==> config.mk <==
export PLATFORM = sky130hd
export DESIGN_NAME = bsa_alu_slice
export DESIGN_NICKNAME = d
export VERILOG_FILES = /design/src/bsa_pkg.sv /design/src/bsa_mem_if.sv /design/src/bsa_scratch_mem.sv /design/src/bsa_alu_slice.sv
export VERILOG_INCLUDE_DIRS = /design/src
export SDC_FILE = /design/constraint.sdc
export NUM_CORES = 1
export LEC_CHECK = 0
export BUFFER_PORTS_ARGS = -buffer_cell sky130_fd_sc_hd__buf_2
export CORE_ASPECT_RATIO = 0.8
export CORE_MARGIN = 2
export CORE_UTILIZATION = 45
export CTS_CLUSTER_DIAMETER = 30
export DETAILED_ROUTE_END_ITERATION = 16
export PLACE_DENSITY = 0.68
export SLEW_MARGIN = 30
export SYNTH_ARGS = -nofsm -noshare
export SYNTH_HDL_FRONTEND = slang
export SYNTH_HIERARCHICAL = 1
export SYNTH_SLANG_ARGS = --single-unit
==> constraint.sdc <==
create_clock -name mclk -period 4 [get_ports mclk]
set_input_delay 1.2 -clock mclk [delete_from_list [all_inputs] [get_ports mclk]]
set_output_delay 1.2 -clock mclk [all_outputs]
set_load 0.005 [all_outputs]
==> src/bsa_cfg.svh <==
/*
  constants for the bit-slice alu: slice width, register file size, selector codes,
  function group codes and reset values.
  assumes it is included by its bare name from the package and design files.
*/
`ifndef BSA_CFG_SVH
`define BSA_CFG_SVH

// slice geometry
`define BSA_W          2
`define BSA_SEL_W      4
`define BSA_NREG       10

// scratch selector codes above the register file
`define BSA_SEL_T      4'ha
`define BSA_SEL_AC     4'hb

// function group codes
`define BSA_FG_W       3
`define BSA_FG_0       3'h0
`define BSA_FG_1       3'h1
`define BSA_FG_2       3'h2
`define BSA_FG_3       3'h3
`define BSA_FG_4       3'h4
`define BSA_FG_5       3'h5

// register group codes
`define BSA_RG_W       2
`define BSA_RG_I       2'h1
`define BSA_RG_II      2'h2
`define BSA_RG_III     2'h3

// reset values
`define BSA_AC_RST     2'h0
`define BSA_T_RST      2'h0
`define BSA_MAR_RST    2'h0
`define BSA_MEM_RST    2'h0

`endif

==> src/bsa_pkg.sv <==
/*
  types shared by the bit-slice alu design files.
  assumes bsa_cfg.svh is on the include path.
*/
`include "bsa_cfg.svh"

package bsa_pkg;

  typedef logic [`BSA_W-1:0]     bsa_word_type;
  typedef logic [`BSA_SEL_W-1:0] bsa_sel_type;

  typedef enum logic [1:0] {
    BSA_IDLE,
    BSA_EXEC
  } bsa_state_type;

endpackage : bsa_pkg

==> src/bsa_mem_if.sv <==
/*
  carrier between the alu core and its scratch register memory.
  assumes both ends run on the same clock.
*/
`timescale 1ns/1ns

interface bsa_mem_if;
  import bsa_pkg::*;

  bsa_sel_type  rd_addr;
  bsa_word_type rd_data;
  logic         wr_en;
  bsa_sel_type  wr_addr;
  bsa_word_type wr_data;

  modport core (output rd_addr, input rd_data, output wr_en, output wr_addr, output wr_data);
  modport mem  (input rd_addr, output rd_data, input wr_en, input wr_addr, input wr_data);

endinterface : bsa_mem_if

==> src/bsa_scratch_mem.sv <==
/*
  scratch register file of the slice: ten words, one write port, one read port
  with registered read data.
  assumes addresses at or above the register count are never written; they read zero.
*/
`timescale 1ns/1ns
`include "bsa_cfg.svh"

module bsa_scratch_mem
  import bsa_pkg::*;
(
  // clock and reset
  input  wire logic mclk,
  input  wire logic reset_n,
  // memory port
  bsa_mem_if.mem    port
);

  bsa_word_type store [`BSA_NREG];
  bsa_word_type rd_data_reg;

  wire rd_in_range = (port.rd_addr < `BSA_SEL_W'(`BSA_NREG));
  wire wr_in_range = (port.wr_addr < `BSA_SEL_W'(`BSA_NREG));

  // array has no reset: contents are undefined until software-visible microcode writes them
  always_ff @(posedge mclk) begin
    if (port.wr_en && wr_in_range) begin
      store[port.wr_addr] <= port.wr_data;
    end
  end

  always_ff @(posedge mclk or negedge reset_n) begin
    if (!reset_n) begin
      rd_data_reg <= `BSA_MEM_RST;
    end else begin
      rd_data_reg <= rd_in_range ? store[port.rd_addr] : `BSA_MEM_RST;
    end
  end

  assign port.rd_data = rd_data_reg;

endmodule : bsa_scratch_mem

==> src/bsa_alu_slice.sv <==
/*
  bit-slice central processing element datapath: decodes function groups 0 to 5 and
  register groups I, II and III, applies the mask bus and updates the scratch
  registers, accumulator, temporary register and memory address register.
  assumes the microprogram controller and neighbouring slices run on mclk, so their
  signals need no synchroniser; each microinstruction takes two clock cycles.
*/
`timescale 1ns/1ns
`include "bsa_cfg.svh"

module bsa_alu_slice
  import bsa_pkg::*;
(
  // clock and reset
  input  wire logic                 mclk,
  input  wire logic                 reset_n,
  // microinstruction handshake
  input  wire logic                 op_valid,
  output logic                      op_ready,
  output logic                      op_done,
  // microinstruction fields
  input  wire logic [`BSA_FG_W-1:0] f_group,
  input  wire logic [`BSA_RG_W-1:0] r_group,
  input  wire bsa_sel_type          reg_sel,
  input  wire bsa_word_type         k_bus,
  input  wire logic                 carry_input,
  // data buses
  input  wire bsa_word_type         m_bus,
  input  wire bsa_word_type         i_bus,
  // slice links
  input  wire logic                 left_shift_in,
  output logic                      right_shift_out,
  output logic                      carry_output,
  // register views
  output bsa_word_type              memory_address_reg,
  output bsa_word_type              primary_register,
  output bsa_word_type              temp_register
);

  ////////////////////////////////////////////////////////////////////////////////
  // helpers

  // w-bit add of two words and a carry, carry out in the top bit
  function automatic logic [`BSA_W:0] add3(input bsa_word_type a, input bsa_word_type b, input logic c);
    add3 = {1'b0, a} + {1'b0, b} + {{`BSA_W{1'b0}}, c};
  endfunction : add3

  // top bit of the right shift: left input plus mask term
  function automatic logic left_shift_in_mix(input logic li, input bsa_word_type ikw, input bsa_word_type atw);
    left_shift_in_mix = li | (ikw[`BSA_W-1] & atw[`BSA_W-1]);
  endfunction : left_shift_in_mix

  ////////////////////////////////////////////////////////////////////////////////
  // state and latched microinstruction

  bsa_state_type           state_reg;
  logic [`BSA_FG_W-1:0]    fg_reg;
  logic [`BSA_RG_W-1:0]    rg_reg;
  bsa_sel_type             sel_reg;
  bsa_word_type            k_reg;
  logic                    ci_reg;
  bsa_word_type            m_reg;
  bsa_word_type            i_reg;
  logic                    li_reg;
  bsa_word_type            ac_reg;
  bsa_word_type            t_reg;
  bsa_word_type            mar_reg;
  logic                    co_reg;
  logic                    ro_reg;
  logic                    done_reg;

  bsa_mem_if mem_bus ();

  bsa_scratch_mem u_mem (
    .mclk    (mclk),
    .reset_n (reset_n),
    .port    (mem_bus.mem)
  );

  ////////////////////////////////////////////////////////////////////////////////
  // operand selection

  wire          accept  = op_valid && (state_reg == BSA_IDLE);
  wire          exec    = (state_reg == BSA_EXEC);
  wire          sel_t   = (sel_reg == `BSA_SEL_T);
  wire          sel_ac  = (sel_reg == `BSA_SEL_AC);
  wire          sel_mem = !sel_t && !sel_ac;
  wire          rg_i    = (rg_reg == `BSA_RG_I);
  wire          rg_ii   = (rg_reg == `BSA_RG_II);
  wire          rg_iii  = (rg_reg == `BSA_RG_III);
  // scratch operand: register file word, temporary or accumulator
  wire bsa_word_type rn = sel_t ? t_reg : (sel_ac ? ac_reg : mem_bus.rd_data);
  // target of groups II and III: low selector bit picks T over AC
  wire          at_is_t = sel_reg[0];
  wire bsa_word_type at = at_is_t ? t_reg : ac_reg;
  wire bsa_word_type ak = ac_reg & k_reg;
  wire bsa_word_type ik = i_reg & k_reg;

  // read address is taken straight from the bus on accept so data is ready in exec
  assign mem_bus.rd_addr = reg_sel;
  assign op_ready        = (state_reg == BSA_IDLE);

  ////////////////////////////////////////////////////////////////////////////////
  // function decode

  logic [`BSA_W:0] sum;
  bsa_word_type    res;
  logic            wr_rn;
  logic            wr_ac_too;
  logic            wr_at;
  logic            mar_wr;
  bsa_word_type    mar_val;
  logic            co_next;
  logic            ro_next;

  always_comb begin
    sum       = '0;
    res       = '0;
    wr_rn     = 1'b0;
    wr_ac_too = 1'b0;
    wr_at     = 1'b0;
    mar_wr    = 1'b0;
    mar_val   = '0;
    co_next   = ci_reg;
    ro_next   = ro_reg;
    case (fg_reg)
      `BSA_FG_0: begin
        if (rg_i) begin
          sum       = add3(rn, ak, ci_reg);
          res       = sum[`BSA_W-1:0];
          co_next   = sum[`BSA_W];
          wr_rn     = 1'b1;
          wr_ac_too = 1'b1;
        end else if (rg_ii) begin
          sum     = add3(m_reg, ak, ci_reg);
          res     = sum[`BSA_W-1:0];
          co_next = sum[`BSA_W];
          wr_at   = 1'b1;
        end else if (rg_iii) begin
          // mask terms merge in; a zero mask gives the plain right shift
          ro_next = at[0] & ~ik[0];
          res     = {left_shift_in_mix(li_reg, ik, at), at[`BSA_W-1:1] | ik[`BSA_W-1:1]};
          res[0]  = res[0] | (at[0] & ik[0]);
          wr_at   = 1'b1;
        end
      end
      `BSA_FG_1: begin
        if (rg_i) begin
          mar_wr  = 1'b1;
          mar_val = k_reg | rn;
          sum     = add3(rn, k_reg, ci_reg);
          res     = sum[`BSA_W-1:0];
          co_next = sum[`BSA_W];
          wr_rn   = 1'b1;
        end else if (rg_ii) begin
          mar_wr  = 1'b1;
          mar_val = k_reg | m_reg;
          sum     = add3(m_reg, k_reg, ci_reg);
          res     = sum[`BSA_W-1:0];
          co_next = sum[`BSA_W];
          wr_at   = 1'b1;
        end else if (rg_iii) begin
          sum     = add3(~at | k_reg, at & k_reg, ci_reg);
          res     = sum[`BSA_W-1:0];
          co_next = sum[`BSA_W];
          wr_at   = 1'b1;
        end
      end
      `BSA_FG_2: begin
        // adding all ones is the minus one; zero mask leaves carry in minus one
        sum     = add3(rg_iii ? ik : ak, '1, ci_reg);
        res     = sum[`BSA_W-1:0];
        co_next = sum[`BSA_W];
        wr_rn   = rg_i;
        wr_at   = !rg_i;
      end
      `BSA_FG_3: begin
        if (rg_i) begin
          sum   = add3(rn, ak, ci_reg);
          wr_rn = 1'b1;
        end else if (rg_ii) begin
          sum   = add3(m_reg, ak, ci_reg);
          wr_at = 1'b1;
        end else if (rg_iii) begin
          sum   = add3(at, ik, ci_reg);
          wr_at = 1'b1;
        end
        res     = sum[`BSA_W-1:0];
        co_next = sum[`BSA_W];
      end
      `BSA_FG_4: begin
        if (rg_i) begin
          res   = rn & ak;
          wr_rn = 1'b1;
        end else if (rg_ii) begin
          res   = m_reg & ak;
          wr_at = 1'b1;
        end else if (rg_iii) begin
          res   = at & ik;
          wr_at = 1'b1;
        end
        co_next = ci_reg | (|res);
      end
      `BSA_FG_5: begin
        if (rg_i) begin
          res   = k_reg & rn;
          wr_rn = 1'b1;
        end else if (rg_ii) begin
          res   = k_reg & m_reg;
          wr_at = 1'b1;
        end else if (rg_iii) begin
          res   = k_reg & at;
          wr_at = 1'b1;
        end
        co_next = ci_reg | (|res);
      end
      default: begin
        // groups 6 and 7 are not built here: no write, carry passes through
        co_next = ci_reg;
      end
    endcase
  end

  ////////////////////////////////////////////////////////////////////////////////
  // write-back steering

  wire rn_to_ac = exec && ((wr_rn && sel_ac) || wr_ac_too || (wr_at && !at_is_t));
  wire rn_to_t  = exec && ((wr_rn && sel_t) || (wr_at && at_is_t));

  assign mem_bus.wr_en   = exec && wr_rn && sel_mem;
  assign mem_bus.wr_addr = sel_reg;
  assign mem_bus.wr_data = res;

  ////////////////////////////////////////////////////////////////////////////////
  // sequencing and microinstruction capture

  // fields are captured on accept, so the controller only needs them in that cycle
  always_ff @(posedge mclk or negedge reset_n) begin
    if (!reset_n) begin
      state_reg <= BSA_IDLE;
      done_reg  <= 1'b0;
    end else begin
      done_reg <= exec;
      case (state_reg)
        BSA_IDLE: begin
          if (op_valid) begin
            state_reg <= BSA_EXEC;
          end
        end
        BSA_EXEC: begin
          state_reg <= BSA_IDLE;
        end
        default: begin
          state_reg <= BSA_IDLE;
        end
      endcase
    end
  end

  always_ff @(posedge mclk or negedge reset_n) begin
    if (!reset_n) begin
      fg_reg  <= `BSA_FG_0;
      rg_reg  <= `BSA_RG_I;
      sel_reg <= `BSA_SEL_AC;
      k_reg   <= '0;
      ci_reg  <= 1'b0;
      m_reg   <= '0;
      i_reg   <= '0;
      li_reg  <= 1'b0;
    end else if (accept) begin
      fg_reg  <= f_group;
      rg_reg  <= r_group;
      sel_reg <= reg_sel;
      k_reg   <= k_bus;
      ci_reg  <= carry_input;
      m_reg   <= m_bus;
      i_reg   <= i_bus;
      li_reg  <= left_shift_in;
    end
  end

  ////////////////////////////////////////////////////////////////////////////////
  // datapath registers

  always_ff @(posedge mclk or negedge reset_n) begin
    if (!reset_n) begin
      ac_reg  <= `BSA_AC_RST;
      t_reg   <= `BSA_T_RST;
      mar_reg <= `BSA_MAR_RST;
      co_reg  <= 1'b0;
      ro_reg  <= 1'b0;
    end else if (exec) begin
      if (rn_to_ac) begin
        ac_reg <= res;
      end
      if (rn_to_t) begin
        t_reg <= res;
      end
      if (mar_wr) begin
        mar_reg <= mar_val;
      end
      co_reg <= co_next;
      ro_reg <= ro_next;
    end
  end

  assign op_done            = done_reg;
  assign carry_output       = co_reg;
  assign right_shift_out    = ro_reg;
  assign memory_address_reg = mar_reg;
  assign primary_register   = ac_reg;
  assign temp_register      = t_reg;

endmodule : bsa_alu_slice

Word level (Yosys, flattened, before mapping)

Memory sizes are Yosys's and may differ from the RTL's.
Index checks and enable logic that the tools add are counted.

Flip-flop bits (word level): 30
Bits in writable memories: 20
Bits of input ports: 20
Output and inout port bits: 10
Word-level logic and storage cells: 141
Memories kept: 1

Memories:

| memory      | depth | width | read ports | clocked after Yosys merged registers in | wr ports | RTL line              | text |
|---|---|---|---|---|---|---|---|
| u_mem.store | 10    | 2     | 1          | 0                                       | 1        | bsa_scratch_mem.sv:19 | `` bsa_word_type store [`BSA_NREG]; `` |

$add $sub $neg: 14
$lt $le $gt $ge: 2
Eq/ne operators: 12
Multiplexer cells: 46
Bitwise gates (word level): 23
Reduce and logical (&&, ||, !) cells: 27

Operators with widths:

| operator              | count |
|---|---|
| $mux W2               | 24 |
| $add A3 B1 Y3         | 7 |
| $add A2 B2 Y3         | 6 |
| $and A2 B2 Y2         | 8 |
| $mux W1               | 15 |
| $pmux W2 S6           | 1 |
| $logic_and A1 B1 Y1   | 11 |
| $mux W3               | 3 |
| $eq A4 B4 Y1 const B  | 2 |
| $lt A4 B4 Y1 const B  | 2 |
| $eq A3 B2 Y1 const B  | 2 |
| $eq A3 B3 Y1 const B  | 2 |
| $or A2 B2 Y2          | 3 |
| $pmux W1 S6           | 1 |
| $reduce_and A2 Y1     | 3 |
| $or A1 B1 Y1          | 5 |
| $reduce_and A5 Y1     | 1 |
| $reduce_or A5 Y1      | 1 |
| $eq A2 B1 Y1 const B  | 2 |
| $eq A2 B2 Y1 const B  | 2 |
| $logic_not A1 Y1      | 4 |
| $pmux W1 S2           | 2 |
| $reduce_or A2 Y1      | 2 |
| $add A2 B2 Y3 const B | 1 |
| other kinds (8)       | 14 |

Logic depth before layout (Yosys ltp)

Gate-level depths: netlist of run 1.

Word-level depth: 9
Depth in mapped cells: 12
Depth with buffers taken out: 11

Modules after synthesis

The synthesis of run 1 kept the hierarchy.

Modules (own cells, without submodules):

| module          | instances | cells an instance | area each (µm²) | seq. area each (µm²) |
|---|---|---|---|---|
| bsa_alu_slice   | 1         | 231               | 2169.6          | 680.7 |
| bsa_scratch_mem | 1         | 56                | 907.1           | 650.6 |

Least setup slack after synthesis of run 1

OpenSTA, ideal clock, no wires.

Path type: register to register
From: register sel_reg[0] (netlist: mem_bus.wr_addr[0])
To: register ac_reg[1] (netlist: primary_register[1])
Library setup time: 0.125 ns
Arrival: 2.942 ns
Required time: 3.875 ns
Path slack: 0.933 ns
Cell stages (with the launch flop): 12
Buffers on the path: 1
Period minus slack after synthesis: 3.067 ns
Path through: dfstp_2 -> buf_6 -> mux2i_1 -> mux2i_2 -> inv_1 -> fa_1 -> fa_1 -> o22ai_1 -> a22o_1 -> nor2_1 -> o211ai_1 -> mux2_2

Longest elaborated chain between the ends: 9
Elaborated cells between the ends (all ways): 46
Classes of those cells: add/sub: 8; eq/ne: 2; mux: 21; bitwise: 8; reduce/logical: 7

Ends and longest elaborated chain:

| what                   | RTL line             | text |
|---|---|---|
| from (decl)            | bsa_alu_slice.sv:59  | `bsa_sel_type sel_reg;` |
| from (signal assigned) | bsa_alu_slice.sv:264 | `` sel_reg <= `BSA_SEL_AC; `` |
| from (signal assigned) | bsa_alu_slice.sv:273 | `sel_reg <= reg_sel;` |
| $mux W2                | bsa_alu_slice.sv:95  | `wire bsa_word_type at = at_is_t ? t_reg : ac_reg;` |
| $not A2 Y2             | bsa_alu_slice.sv:163 | `sum = add3(~at \| k_reg, at & k_reg, ci_reg);` |
| $or A2 B2 Y2           | bsa_alu_slice.sv:163 |  |
| $add A2 B2 Y3          | bsa_alu_slice.sv:45  | `` add3 = {1'b0, a} + {1'b0, b} + {{`BSA_W{1'b0}}, c}; `` |
| $add A3 B1 Y3          | bsa_alu_slice.sv:45  |  |
| $mux W2                | bsa_alu_slice.sv:162 | `end else if (rg_iii) begin` |
| $mux W2                | bsa_alu_slice.sv:155 | `end else if (rg_ii) begin` |
| $mux W2                | bsa_alu_slice.sv:148 | `if (rg_i) begin` |
| $pmux W2 S6 (*)        | bsa_alu_slice.sv:126 | `case (fg_reg)` |
| net mem_bus.wr_data[1] | bsa_mem_if.sv:14     | `bsa_word_type wr_data;` |
| to (signal assigned)   | bsa_alu_slice.sv:287 | `` ac_reg <= `BSA_AC_RST; `` |
| to (signal assigned)   | bsa_alu_slice.sv:294 | `ac_reg <= res;` |
| to (decl)              | bsa_alu_slice.sv:65  | `bsa_word_type ac_reg;` |

Mark *: on every way through the listed nets, which the timed path passes. The rest lies on a longest branch. The select of a mux whose other input is x is not followed.
A chain may end at the register's enable or synchronous reset.

Worst setup path after layout of run 1

From: register sel_reg[1] (netlist: mem_bus.wr_addr[1])
To: memory u_mem/store[5][1] (netlist bit), data pin

Longest elaborated chain between the ends: 7
Elaborated cells between the ends (all ways): 18
Classes of those cells: add/sub: 4; eq/ne: 2; mux: 10; bitwise: 2

Ends and longest elaborated chain:

| what                                        | RTL line              | text |
|---|---|---|
| $eq A4 B4 Y1 (no line)                      | n/a                   |  |
| $mux W2                                     | bsa_alu_slice.sv:92   | `wire bsa_word_type rn = sel_t ? t_reg : (sel_ac ? ac_reg : mem_bus.rd_data);` |
| $mux W2 (*)                                 | bsa_alu_slice.sv:92   |  |
| $add A2 B2 Y3, or another cell as far along | bsa_alu_slice.sv:45   |  |
| $add A3 B1 Y3, or another cell as far along | bsa_alu_slice.sv:45   |  |
| $mux W3, or another cell as far along       | bsa_alu_slice.sv:178  | `if (rg_i) begin` |
| $pmux W2 S6 (*)                             | bsa_alu_slice.sv:126  |  |
| net mem_bus.wr_data[1]                      | bsa_mem_if.sv:14      |  |
| to (decl)                                   | bsa_scratch_mem.sv:19 |  |

Marks and branches as above.

==> flow_summary.ini, run 1 <==
[run_status]
outcome = finished, final reports clean

[route]
ant_nets = 0
via_per_inst = 5.69
wl_per_cell_um = 17.7
drt_pass1_iterations = 5
drc_errors = 0
drt-total-wl_um = 7070
vias = 2274
drtIter0Drc = 235

[cts]
cts_setup_buffers = 0
clock_path_buffers = 2
cts_hold_buf = 0
cts-resized-gates = 0
htreeDepth = 2
clkSinkCount = 49
cts_tree = yes
cts_root_buffer = clkbuf_8
cts_buffers = 5
path_clk_slew_ns = 0.10
clock_latency_ns = 0.32

[timing]
finClkSkew_ns = 0.0152
maxClockFrequency_ghz = 0.285
fin_setup_tns_ns = 0
whs_ns = 0.512
period_share_pct = 87.8
rsz0062_at_grt = false
tightest_slew_ns = 0.679
finalCriticalPeriod_ns = 3.51
finalSetupViolCount = 0
slew_headroom_pct = 54.7
hold_viol = 0
fin_ws_ns = 0.488
maxSlewViolCount = 0

[layout]
diodes = 0
syn2layout_area_growth_pct = 9.48
final_net_count = 364
drive_gt1_share_pct = 21.2
final_util_pct = 51.8
fillCellCount = 593
largest_register_ffs = 20

[grt]
track_usage_pct = 20.9
antenna_found_initial = 0
grt_pass1_wl_um = 11700
grt-ovfl-total = 0
grt_pass1_vias = 2254
grt_max_degree = 30

[synth]
yosysWarnings = 6
yosys.area_share.adder_pct = 14.0
synth_edf_count = 20
syn_area_per_cell_um2 = 10.7
ys_ff_latch = 49
synth_ff_type = dfrtp_1
syn_area_um2 = 3080
syn-num-nets = 336
synth_top_area_share_pct = 20.3
synthMuxAreaShare_pct = 11.2
synth_area_leader_cell = dfrtp_1
ys_seq_area_share_pct = 43.3
synth_cell_type_count = 48
yosys.area_share.simple_pct = 13.5
synth_area_leaders = dfrtp_1 20%, edfxtp_1 20%, ha_1 8.1%
syn_inst = 287
async_reset_ff_share_pct = 59.2
synth_xor_area_share_pct = 0.569
synth_top_family_by_area = adder cells
synth_compound_area_share_pct = 12.0

[worst_setup_path]
cp.arrival_ns = 3.67
slowest_stage = dfstp_2
crit_path_end_kind = flop
crit_top_cell = fa_1
startpoint_type = flop
crit_fanout = 8
worstPathRequired_ns = 4.15
crit_chain = nand3b_1, mux2i_2, inv_1, fa_1, fa_1, o22ai_1, a22o_1, nor2_1, o211ai_1, buf_2
ff2ff_path_depth = 10
slowest_delay_ns = 0.62
critical_path_class = flop to flop

[pwr]
p_leak_nw = 1.43
p_clk_share_pct = 21.6
switching_share_pct = 36.6
net-switching-power_w = 0.000536
irDropWorstVdd_mv = 0.167
internal_power_w = 0.000927
power_frac_comb_pct = 32.1
p_per_area_nw_per_um2 = 434
p_seq_share_pct = 46.3

[floorplan]
start_util_pct = 47.3
die_w_um = 96.4
io_pins = 30
core-area_um2 = 6510
die_h_um = 78.0
row_count = 26
die_area_um2 = 7520

[worst_hold_path]
holdCritPathClass = flop to flop
min_path_cells = 1

[placed_design]
gp_congestion = 0.983
dp_hpwl_um = 5330
place_ws_ns = 0.331
portBuffers = 29

[flow_run]
cap_violations = 0
==> power by group through the flow <==
stage	combinational [W]	clock (W)	sequential, W
6_report	0.000470	0.000317	0.000677
5_1_grt	0.000525	0.000351	0.000688
4_1_cts	0.000462	0.000325	0.000675
3_5_place_dp	0.000460	0	0.000685
3_3_place_gp	0.000456	0	0.000681
2_1_floorplan	0.000329	0	0.000662
==> final cells by class <==
cell class,instances,area (um2),share of cell area [%]
inverter,27,101,3.01
sequential,49,1330,39.5
clock inverter,3,26.3,0.780
tap,84,105,3.12
clock buffer,5,68.8,2.04
multi-input combinational,201,1580,46.8
timing repair buffer,31,158,4.68
==> worst max-delay path, delay by kind of cell (launching register included) <==
kind / cells / cell delay [ns]
adders and majority gates: 2 / 0.87
AOI/OAI and AO/OA: 3 / 0.79
DFF: 1 / 0.62
buffers and inverters: 2 / 0.42
muxes: 1 / 0.40
and+or+nand+nor: 2 / 0.24
==> path summary, 6_finish.rpt <==
kind,slack (ns),endpoint,start
worst max-delay path,0.49,u_mem/store[5][1],mem_bus.wr_addr[1]
worst min-delay path,0.51,right_shift_out,right_shift_out
worst max register to register,0.49,u_mem/store[5][1],mem_bus.wr_addr[1]
min in group asynchronous,0.90,k_reg[1],reset_n
max in group asynchronous,2.65,mem_bus.wr_addr[2],reset_n
worst min register to register,0.51,right_shift_out,right_shift_out
==> metrics by stage <==
stage	cell area, um2	total power [W]	cells
2_1_floorplan	3080	0.000991	287
3_3_place_gp	3270	0.00114	391
3_5_place_dp	3270	0.00114	391
4_1_cts	3360	0.00146	399
5_1_grt	3370	0.00156	400
6_report	3370	0.00146	400
==> placed cells by master (no fill, tap or decap), types with 3 or more instances in the layout <==
cell type / synthesis / layout
a31oi_1: 4 / 4
inv_1: 25 / 25
nand3b_1: 5 / 5
buf_2: 1 / 30
dfrtp_1: 25 / 25
mux2i_1: 9 / 9
nand2b_1: 4 / 4
o21ai_0: 13 / 13
ha_1: 20 / 20
clkbuf_8: 0 / 5
edfxtp_1: 20 / 20
o22ai_1: 8 / 8
mux2_2: 15 / 15
fa_1: 9 / 9
dfstp_2: 4 / 4
nand2_1: 27 / 27
a21oi_1: 7 / 7
nor3_1: 7 / 7
nor2_1: 20 / 20
nor2b_1: 8 / 7
nand3_1: 7 / 7
mux2i_2: 3 / 3
==> per-layer routing <==
layer | routed length, um | part of all wire (%) | global-route usage (%) | up-vias
li1 | - | - | - | 1073
met1 | 3440 | 49 | 32.9 | 1086
met2 | 2940 | 42 | 27.9 | 101
met3 | 571 | 8.1 | 4.85 | 14
met4 | 119 | 1.7 | 6.90 | 0
met5 | 0 | 0 | 0 | -
==> cell usage after synthesis (all sizes together) (4+ instances only) <==
cell type	n
o21ai	14
dfrtp	25
nand3b	5
mux2	15
fa	9
nand2	27
nand3	7
dfstp	4
ha	20
inv	27
nand2b	4
nor2	20
a21oi	7
clkbuf	4
nor2b	8
a31oi	4
mux2i	12
edfxtp	20
nor3	7
o22ai	8
buf	6
==> kinds of logic after synthesis <==
| kind of cell | count (synthesis) |
|---|---|
| adder cells (fa/ha/maj) | 29 |
| buffers and inverters | 37 |
| flip-flops | 49 |
| XOR/XNOR | 2 |
| multiplexers | 29 |
| AO/OA/AOI/OAI | 55 |
| AND/OR/NAND/NOR | 86 |
Note: power is estimated with default switching activity, not from simulation.
==> inputs of run 2 (changes only) <==
- ABC_AREA: default -> 1
- SETUP_SLACK_MARGIN: default -> 0.02
==> run 2 against run 1 <==
Die area increased by 6.7%. First-iteration DRC count increased by 24%. Clock power increased by 15%. Final cell count increased by 34%. Clock skew decreased by 0.0016 ns. Non-clock buffer count decreased by 2. Sequential share of layout area decreased by 2.6 points. Register-to-register slack improved by 0.30 ns. Critical path type unchanged. Largest power group unchanged.
==> flow_summary.ini, run 2 <==
[route]
vias = 2902
drt-total-wl_um = 8330
drtIter0Drc = 292
wl_per_cell_um = 15.5
drt_pass1_iterations = 5
via_per_inst = 5.40
drc_errors = 0
ant_nets = 0

[timing]
hold_viol = 0
whs_ns = 0.482
tightest_slew_ns = 0.852
period_share_pct = 80.2
finClkSkew_ns = 0.0136
finalSetupViolCount = 0
fin_setup_tns_ns = 0
finalCriticalPeriod_ns = 3.21
maxClockFrequency_ghz = 0.312
rsz0062_at_grt = false
maxSlewViolCount = 0
slew_headroom_pct = 43.1

[synth]
syn-num-nets = 469
synth_ff_type = dfrtp_1
synth_cell_type_count = 34
yosysWarnings = 6
syn_inst = 420
synth_top_area_share_pct = 19.0
synth_area_leader_cell = dfrtp_1
ys_seq_area_share_pct = 40.4
synth_area_leaders = dfrtp_1 19%, edfxtp_1 18%, nand2_1 14%
async_reset_ff_share_pct = 59.2
syn_area_um2 = 3290
yosysMostFrequentCell = nand2_1
synth_edf_count = 20
syn_area_per_cell_um2 = 7.84
ys_ff_latch = 49
synth_common_cells = 125 x nand2_1, 63 x inv_1, 34 x nor2_1

[cts]
clock_latency_ns = 0.32
htreeDepth = 2
cts_root_buffer = clkbuf_8
clkSinkCount = 49
cts-resized-gates = 0
cts_hold_buf = 0
path_clk_slew_ns = 0.10
cts_setup_buffers = 0
clock_path_buffers = 2
cts_tree = yes
cts_buffers = 5

[worst_setup_path]
reg2reg_to = u_mem/store[0][1]
reg2reg_slack_ns = 0.79
crit_path_end_kind = flop
slowest_stage = dfstp_2
crit_top_cell = nand2_1
cp.arrival_ns = 3.22
worstPathRequired_ns = 4.01
setup.worst_path.start = mem_bus.wr_addr[3]
crit_fanout = 12
r2r_start = mem_bus.wr_addr[3]
slowest_delay_ns = 0.57
startpoint_type = flop
critical_path_class = flop to flop
endpoint = u_mem/store[0][1]
ff2ff_path_depth = 20
crit_chain = inv_1, nor2_1, nand2_1, nand2_1, nand3_1, nand2_1, inv_1, nand2_1, nand2_1, inv_1, ha_1, inv_1, nand2_1, inv_1, fa_1, o22ai_1, nand2_1, o211ai_1, nor2_1, nand2_2

[pwr]
switching_share_pct = 38.9
internal_power_w = 0.000976
power.total_w = 0.00160
net-switching-power_w = 0.000622
irDropWorstVdd_mv = 0.152
p_clk_share_pct = 22.8
power_frac_comb_pct = 34.5
p_per_area_nw_per_um2 = 443
p_seq_share_pct = 42.8
p_leak_nw = 1.81

[floorplan]
die_h_um = 80.5
start_util_pct = 47.1
die_area_um2 = 8030
row_count = 27
die_w_um = 99.7
io_pins = 30
core-area_um2 = 6990

[layout]
largest_register_ffs = 20
multi_input_area_um2 = 1660
fillCellCount = 653
layout.cells.non_filler = 537
final_common_cell = nand2_1
final_net_count = 498
drive_gt1_share_pct = 14.7
diodes = 0
final_cell_mix = 125 x nand2_1, 63 x inv_1, 34 x nor2_1
regArea_um2 = 1330
syn2layout_area_growth_pct = 9.57

[grt]
grt_pass1_vias = 2719
grt-ovfl-total = 0
antenna_found_initial = 0
grt_pass1_wl_um = 13700
grt_max_degree = 33
track_usage_pct = 22.2

[worst_hold_path]
holdCritPathClass = flop to flop

[placed_design]
dp_hpwl_um = 6260
dp.cells = 529
gp_congestion = 1.02
portBuffers = 29

[run_status]
outcome = finished, final reports clean

[flow_run]
cap_violations = 0
==> run 2: cell count changes in the layout (fill, tap and decap cells not counted), moves of 6 or more <==
cell | before | now
nand3_1 | 7 | 26
nand2_2 | 0 | 8
nor2b_1 | 7 | 0
nand2_1 | 27 | 125
nor2_1 | 20 | 34
o22ai_1 | 8 | 2
inv_1 | 25 | 63
mux2i_1 | 9 | 0
o21ai_0 | 13 | 28
mux2_2 | 15 | 1
==> run 2: critical path, delay by kind of cell (launching register included) <==
family | cells | cell delay (ns)
DFF | 1 | 0.57
buffers and inverters | 5 | 0.30
adders and majority gates | 2 | 0.62
AOI/OAI and AO/OA | 2 | 0.19
and+or+nand+nor | 11 | 1.22
==> run 2: kinds of logic (layout without fill, tap and decap cells) <==
logic type / after synthesis / after routing / share of synthesized area, %
AND/OR/NAND/NOR: 211 / 211 / 27.5
buffers and inverters: 76 / 106 / 9.34
AO/OA/AOI/OAI: 54 / 54 / 9.31
flip-flops: 49 / 49 / 40.4
adder cells (fa/ha/maj): 29 / 29 / 13.1
multiplexers: 1 / 1 / 0.342
==> run 2: metrics by stage <==
step / worst slack (ns) / area [um2] / utilization (%)
floorplan: 1.29 / 3290 / -
global route: 0.556 / 3610 / 51.6
global placement: 1.07 / 3500 / 50.0
finish: 0.792 / 3610 / 51.6
CTS: 0.855 / 3610 / 51.6
detailed placement: 0.885 / 3500 / 50.0
==> run 2: area by class of cell <==
class,instances,share of cell area [%]
Clock buffer,5,1.91
Tap cell,87,3.02
Timing Repair Buffer,29,4.02
Inverter,69,7.18
Multi-Input combinational cell,295,45.9
Clock inverter,3,1.14
Sequential cell,49,36.9
==> run 2: power groups by stage <==
stage | clock network (W) | logic [W] | registers [W]
after CTS | 0.000368 | 0.000540 | 0.000682
final | 0.000364 | 0.000551 | 0.000683
after detailed placement | 0 | 0.000536 | 0.000693
after global routing | 0.000388 | 0.000620 | 0.000692
after floorplan | 0 | 0.000364 | 0.000673
after global placement | 0 | 0.000524 | 0.000689
==> run 2: worst min path at each step <==
stage / endpoint / depth (start not counted) / from
detailed placement: memory_address_reg[0] / 2 / memory_address_reg[0]
finish: memory_address_reg[0] / 2 / memory_address_reg[0]
global placement: memory_address_reg[0] / 2 / memory_address_reg[0]
floorplan: op_done / 0 / state_reg[0]
CTS: memory_address_reg[0] / 2 / memory_address_reg[0]
global route: li_reg / 2 / li_reg
==> run 2: layer usage <==
metal  vias up  global-route usage (%)  wire [um]
met4         0                    6.30        222
met1      1334                    33.7       4000
li1       1387                       -          -
met2       158                    31.0       3320
met3        23                    5.31        790
met5         -                       0          0
==> inputs of run 3 (changes only) <==
- clock period: 4 -> 3.1 ns (I/O delays scaled with it)
==> run 3 against run 2 <==
Highest routed layer unchanged. Critical endpoint is now u_mem/store[5][1]. Clock power is 6.6% higher. Sequential cell count stayed put. Largest cell class unchanged. Critical path depth stayed put. Critical path type unchanged.
==> flow_summary.ini, run 3 (synthesis gave the netlist of run 2 again) <==
[run_status]
outcome = finished, final reports clean

[route]
drt_pass1_iterations = 5
drc_errors = 0
wl_per_cell_um = 15.6
via_per_inst = 5.35
drtIter0Drc = 297
ant_nets = 0
vias = 2958
drt-total-wl_um = 8630

[cts]
path_clk_slew_ns = 0.10
clkSinkCount = 49
cts_buffers = 5
clock_latency_ns = 0.31
clock_path_buffers = 2
cts_tree = yes
cts_root_buffer = clkbuf_8
htreeDepth = 2

[layout]
fin_area_um2 = 3770
drive_gt1_share_pct = 21.2
final_common_cell = nand2_1
diodes = 0
final_util_pct = 53.9
layout.cells.non_filler = 553
largest_register_ffs = 20
final_cell_mix = 120 x nand2_1, 59 x inv_1, 31 x nor2_1
syn2layout_area_growth_pct = 14.5
final_net_count = 514

[worst_setup_path]
crit_path_end_kind = flop
path_delay_family = simple AND/OR/NAND/NOR gates
startpoint_type = flop
crit_chain = nand2_1, inv_1, nand2_2, nand2_2, nand3_2, nand2_2, inv_2, nand2_2, nand2_1, inv_1, ha_2, inv_2, nand2_2, inv_2, fa_1, o22ai_2, nand2_1, o211ai_1, nor2_2, nand2_2
slowest_stage = dfstp_2
critPathBufInv = 5
crit_fanout = 6
slowest_delay_ns = 0.59
worstPathRequired_ns = 3.14
crit_top_cell = nand2_2
cp.arrival_ns = 3.09
critical_path_class = flop to flop

[flow_run]
cap_violations = 0

[floorplan]
io_pins = 30
core-area_um2 = 6990
start_util_pct = 47.1
row_count = 27
die_w_um = 99.7
die_area_um2 = 8030
die_h_um = 80.5

[grt]
grt_max_degree = 33
grt_pass1_wl_um = 13600
track_usage_pct = 22.3
antenna_found_initial = 0
grt_pass1_vias = 2648
grt-ovfl-total = 0

[pwr]
p_per_area_nw_per_um2 = 544
p_clk_share_pct = 18.9
power_frac_comb_pct = 38.1
switching_share_pct = 40.5
net-switching-power_w = 0.000831
internal_power_w = 0.00122
p_leak_nw = 1.88
p_seq_share_pct = 43.0
irDropWorstVdd_mv = 0.208

[timing]
rsz0062_at_grt = true
hold_viol = 0
finalSetupViolCount = 0
maxSlewViolCount = 0
tightest_slew_ns = 0.876
period_share_pct = 98.4
finClkSkew_ns = 0.00588
finalCriticalPeriod_ns = 3.05
slew_headroom_pct = 41.6
maxClockFrequency_ghz = 0.328

[placed_design]
dp.cells = 534
portBuffers = 29
gp_congestion = 1.03
placed_area_um2 = 3540
dp_hpwl_um = 6300

[worst_hold_path]
holdCritPathClass = flop to flop
[run 3: changes by cell type in the layout (fill, tap and decap cells not counted), sizes merged]
| cell | previous run | this run |
|---|---|---|
| clkinvlp | 1 | 2 |
| buf | 29 | 44 |
| clkbuf | 5 | 6 |
| bufinv | 1 | 0 |
| nand2 | 135 | 136 |
| clkinv | 1 | 0 |
[run 3: area by class of cell]
class | instances | area [um2]
Clock buffer | 6 | 72.6
Clock inverter | 2 | 15.0
Fill cell | 656 | 3220
Inverter | 69 | 259
Multi-Input combinational cell | 296 | 1720
Sequential cell | 49 | 1330
Tap cell | 87 | 109
Timing Repair Buffer | 44 | 262
[run 3: path summary, 6_finish.rpt]
| path | startpoint | endpoint | slack, ns | cells after the start |
|---|---|---|---|---|
| worst max-delay path | mem_bus.wr_addr[0] | u_mem/store[5][1] | 0.05 | 20 |
| worst min-delay path | memory_address_reg[0] | memory_address_reg[0] | 0.48 | 2 |
| worst max register to register | mem_bus.wr_addr[0] | u_mem/store[5][1] | 0.05 | 20 |
| max in group asynchronous | reset_n | u_mem/port.rd_data[1] | 2.01 | 1 |
| min in group asynchronous | reset_n | ci_reg | 0.64 | 1 |
| worst min register to register | memory_address_reg[0] | memory_address_reg[0] | 0.48 | 2 |
[run 3: power by group through the flow]
stage,clock [W],sequential (W),combinational [W]
2_1_floorplan,0,0.000868,0.000470
3_3_place_gp,0,0.000887,0.000692
3_5_place_dp,0,0.000891,0.000702
4_1_cts,0.000393,0.000878,0.000713
5_1_grt,0.000428,0.000889,0.000877
6_report,0.000388,0.000881,0.000782
[run 3: repair_timing]
action / CTS / global route
setup buffers: 0 / 10
resized for setup: 4 / 18
setup endpoints to repair: 10 / 13
hold buffers: 0 / 0
gates cloned: 1 / 0
pin swaps: 2 / 8
[run 3: metal layers]
| layer | vias up | track usage [%] | wire [um] |
|---|---|---|---|
| met5 | - | 0 | 0 |
| met4 | 0 | 5.34 | 133 |
| met3 | 11 | 4.61 | 883 |
| met2 | 154 | 30.7 | 3540 |
| met1 | 1366 | 35.2 | 4080 |
| li1 | 1427 | - | - |
[run 3: per-stage QoR]
step	hold WS, ns	total power (W)	setup slack (ns)	TNS (ns)
2_1_floorplan	0.408	0.00134	0.387	0
3_3_place_gp	0.458	0.00158	0.182	0
3_5_place_dp	0.460	0.00159	0.00835	0
4_1_cts	0.485	0.00198	0.0517	0
5_1_grt	0.534	0.00219	-0.0836	-0.751
6_report	0.482	0.00205	0.0510	0
[run 3: worst register-to-register path: cells and delay by family, from the launching register on]
kind            cells  cell delay, ns
fa+ha+maj           2            0.65
buf+inv             5            0.28
compound gates      2            0.20
flops               1            0.59
simple gates       11            1.04
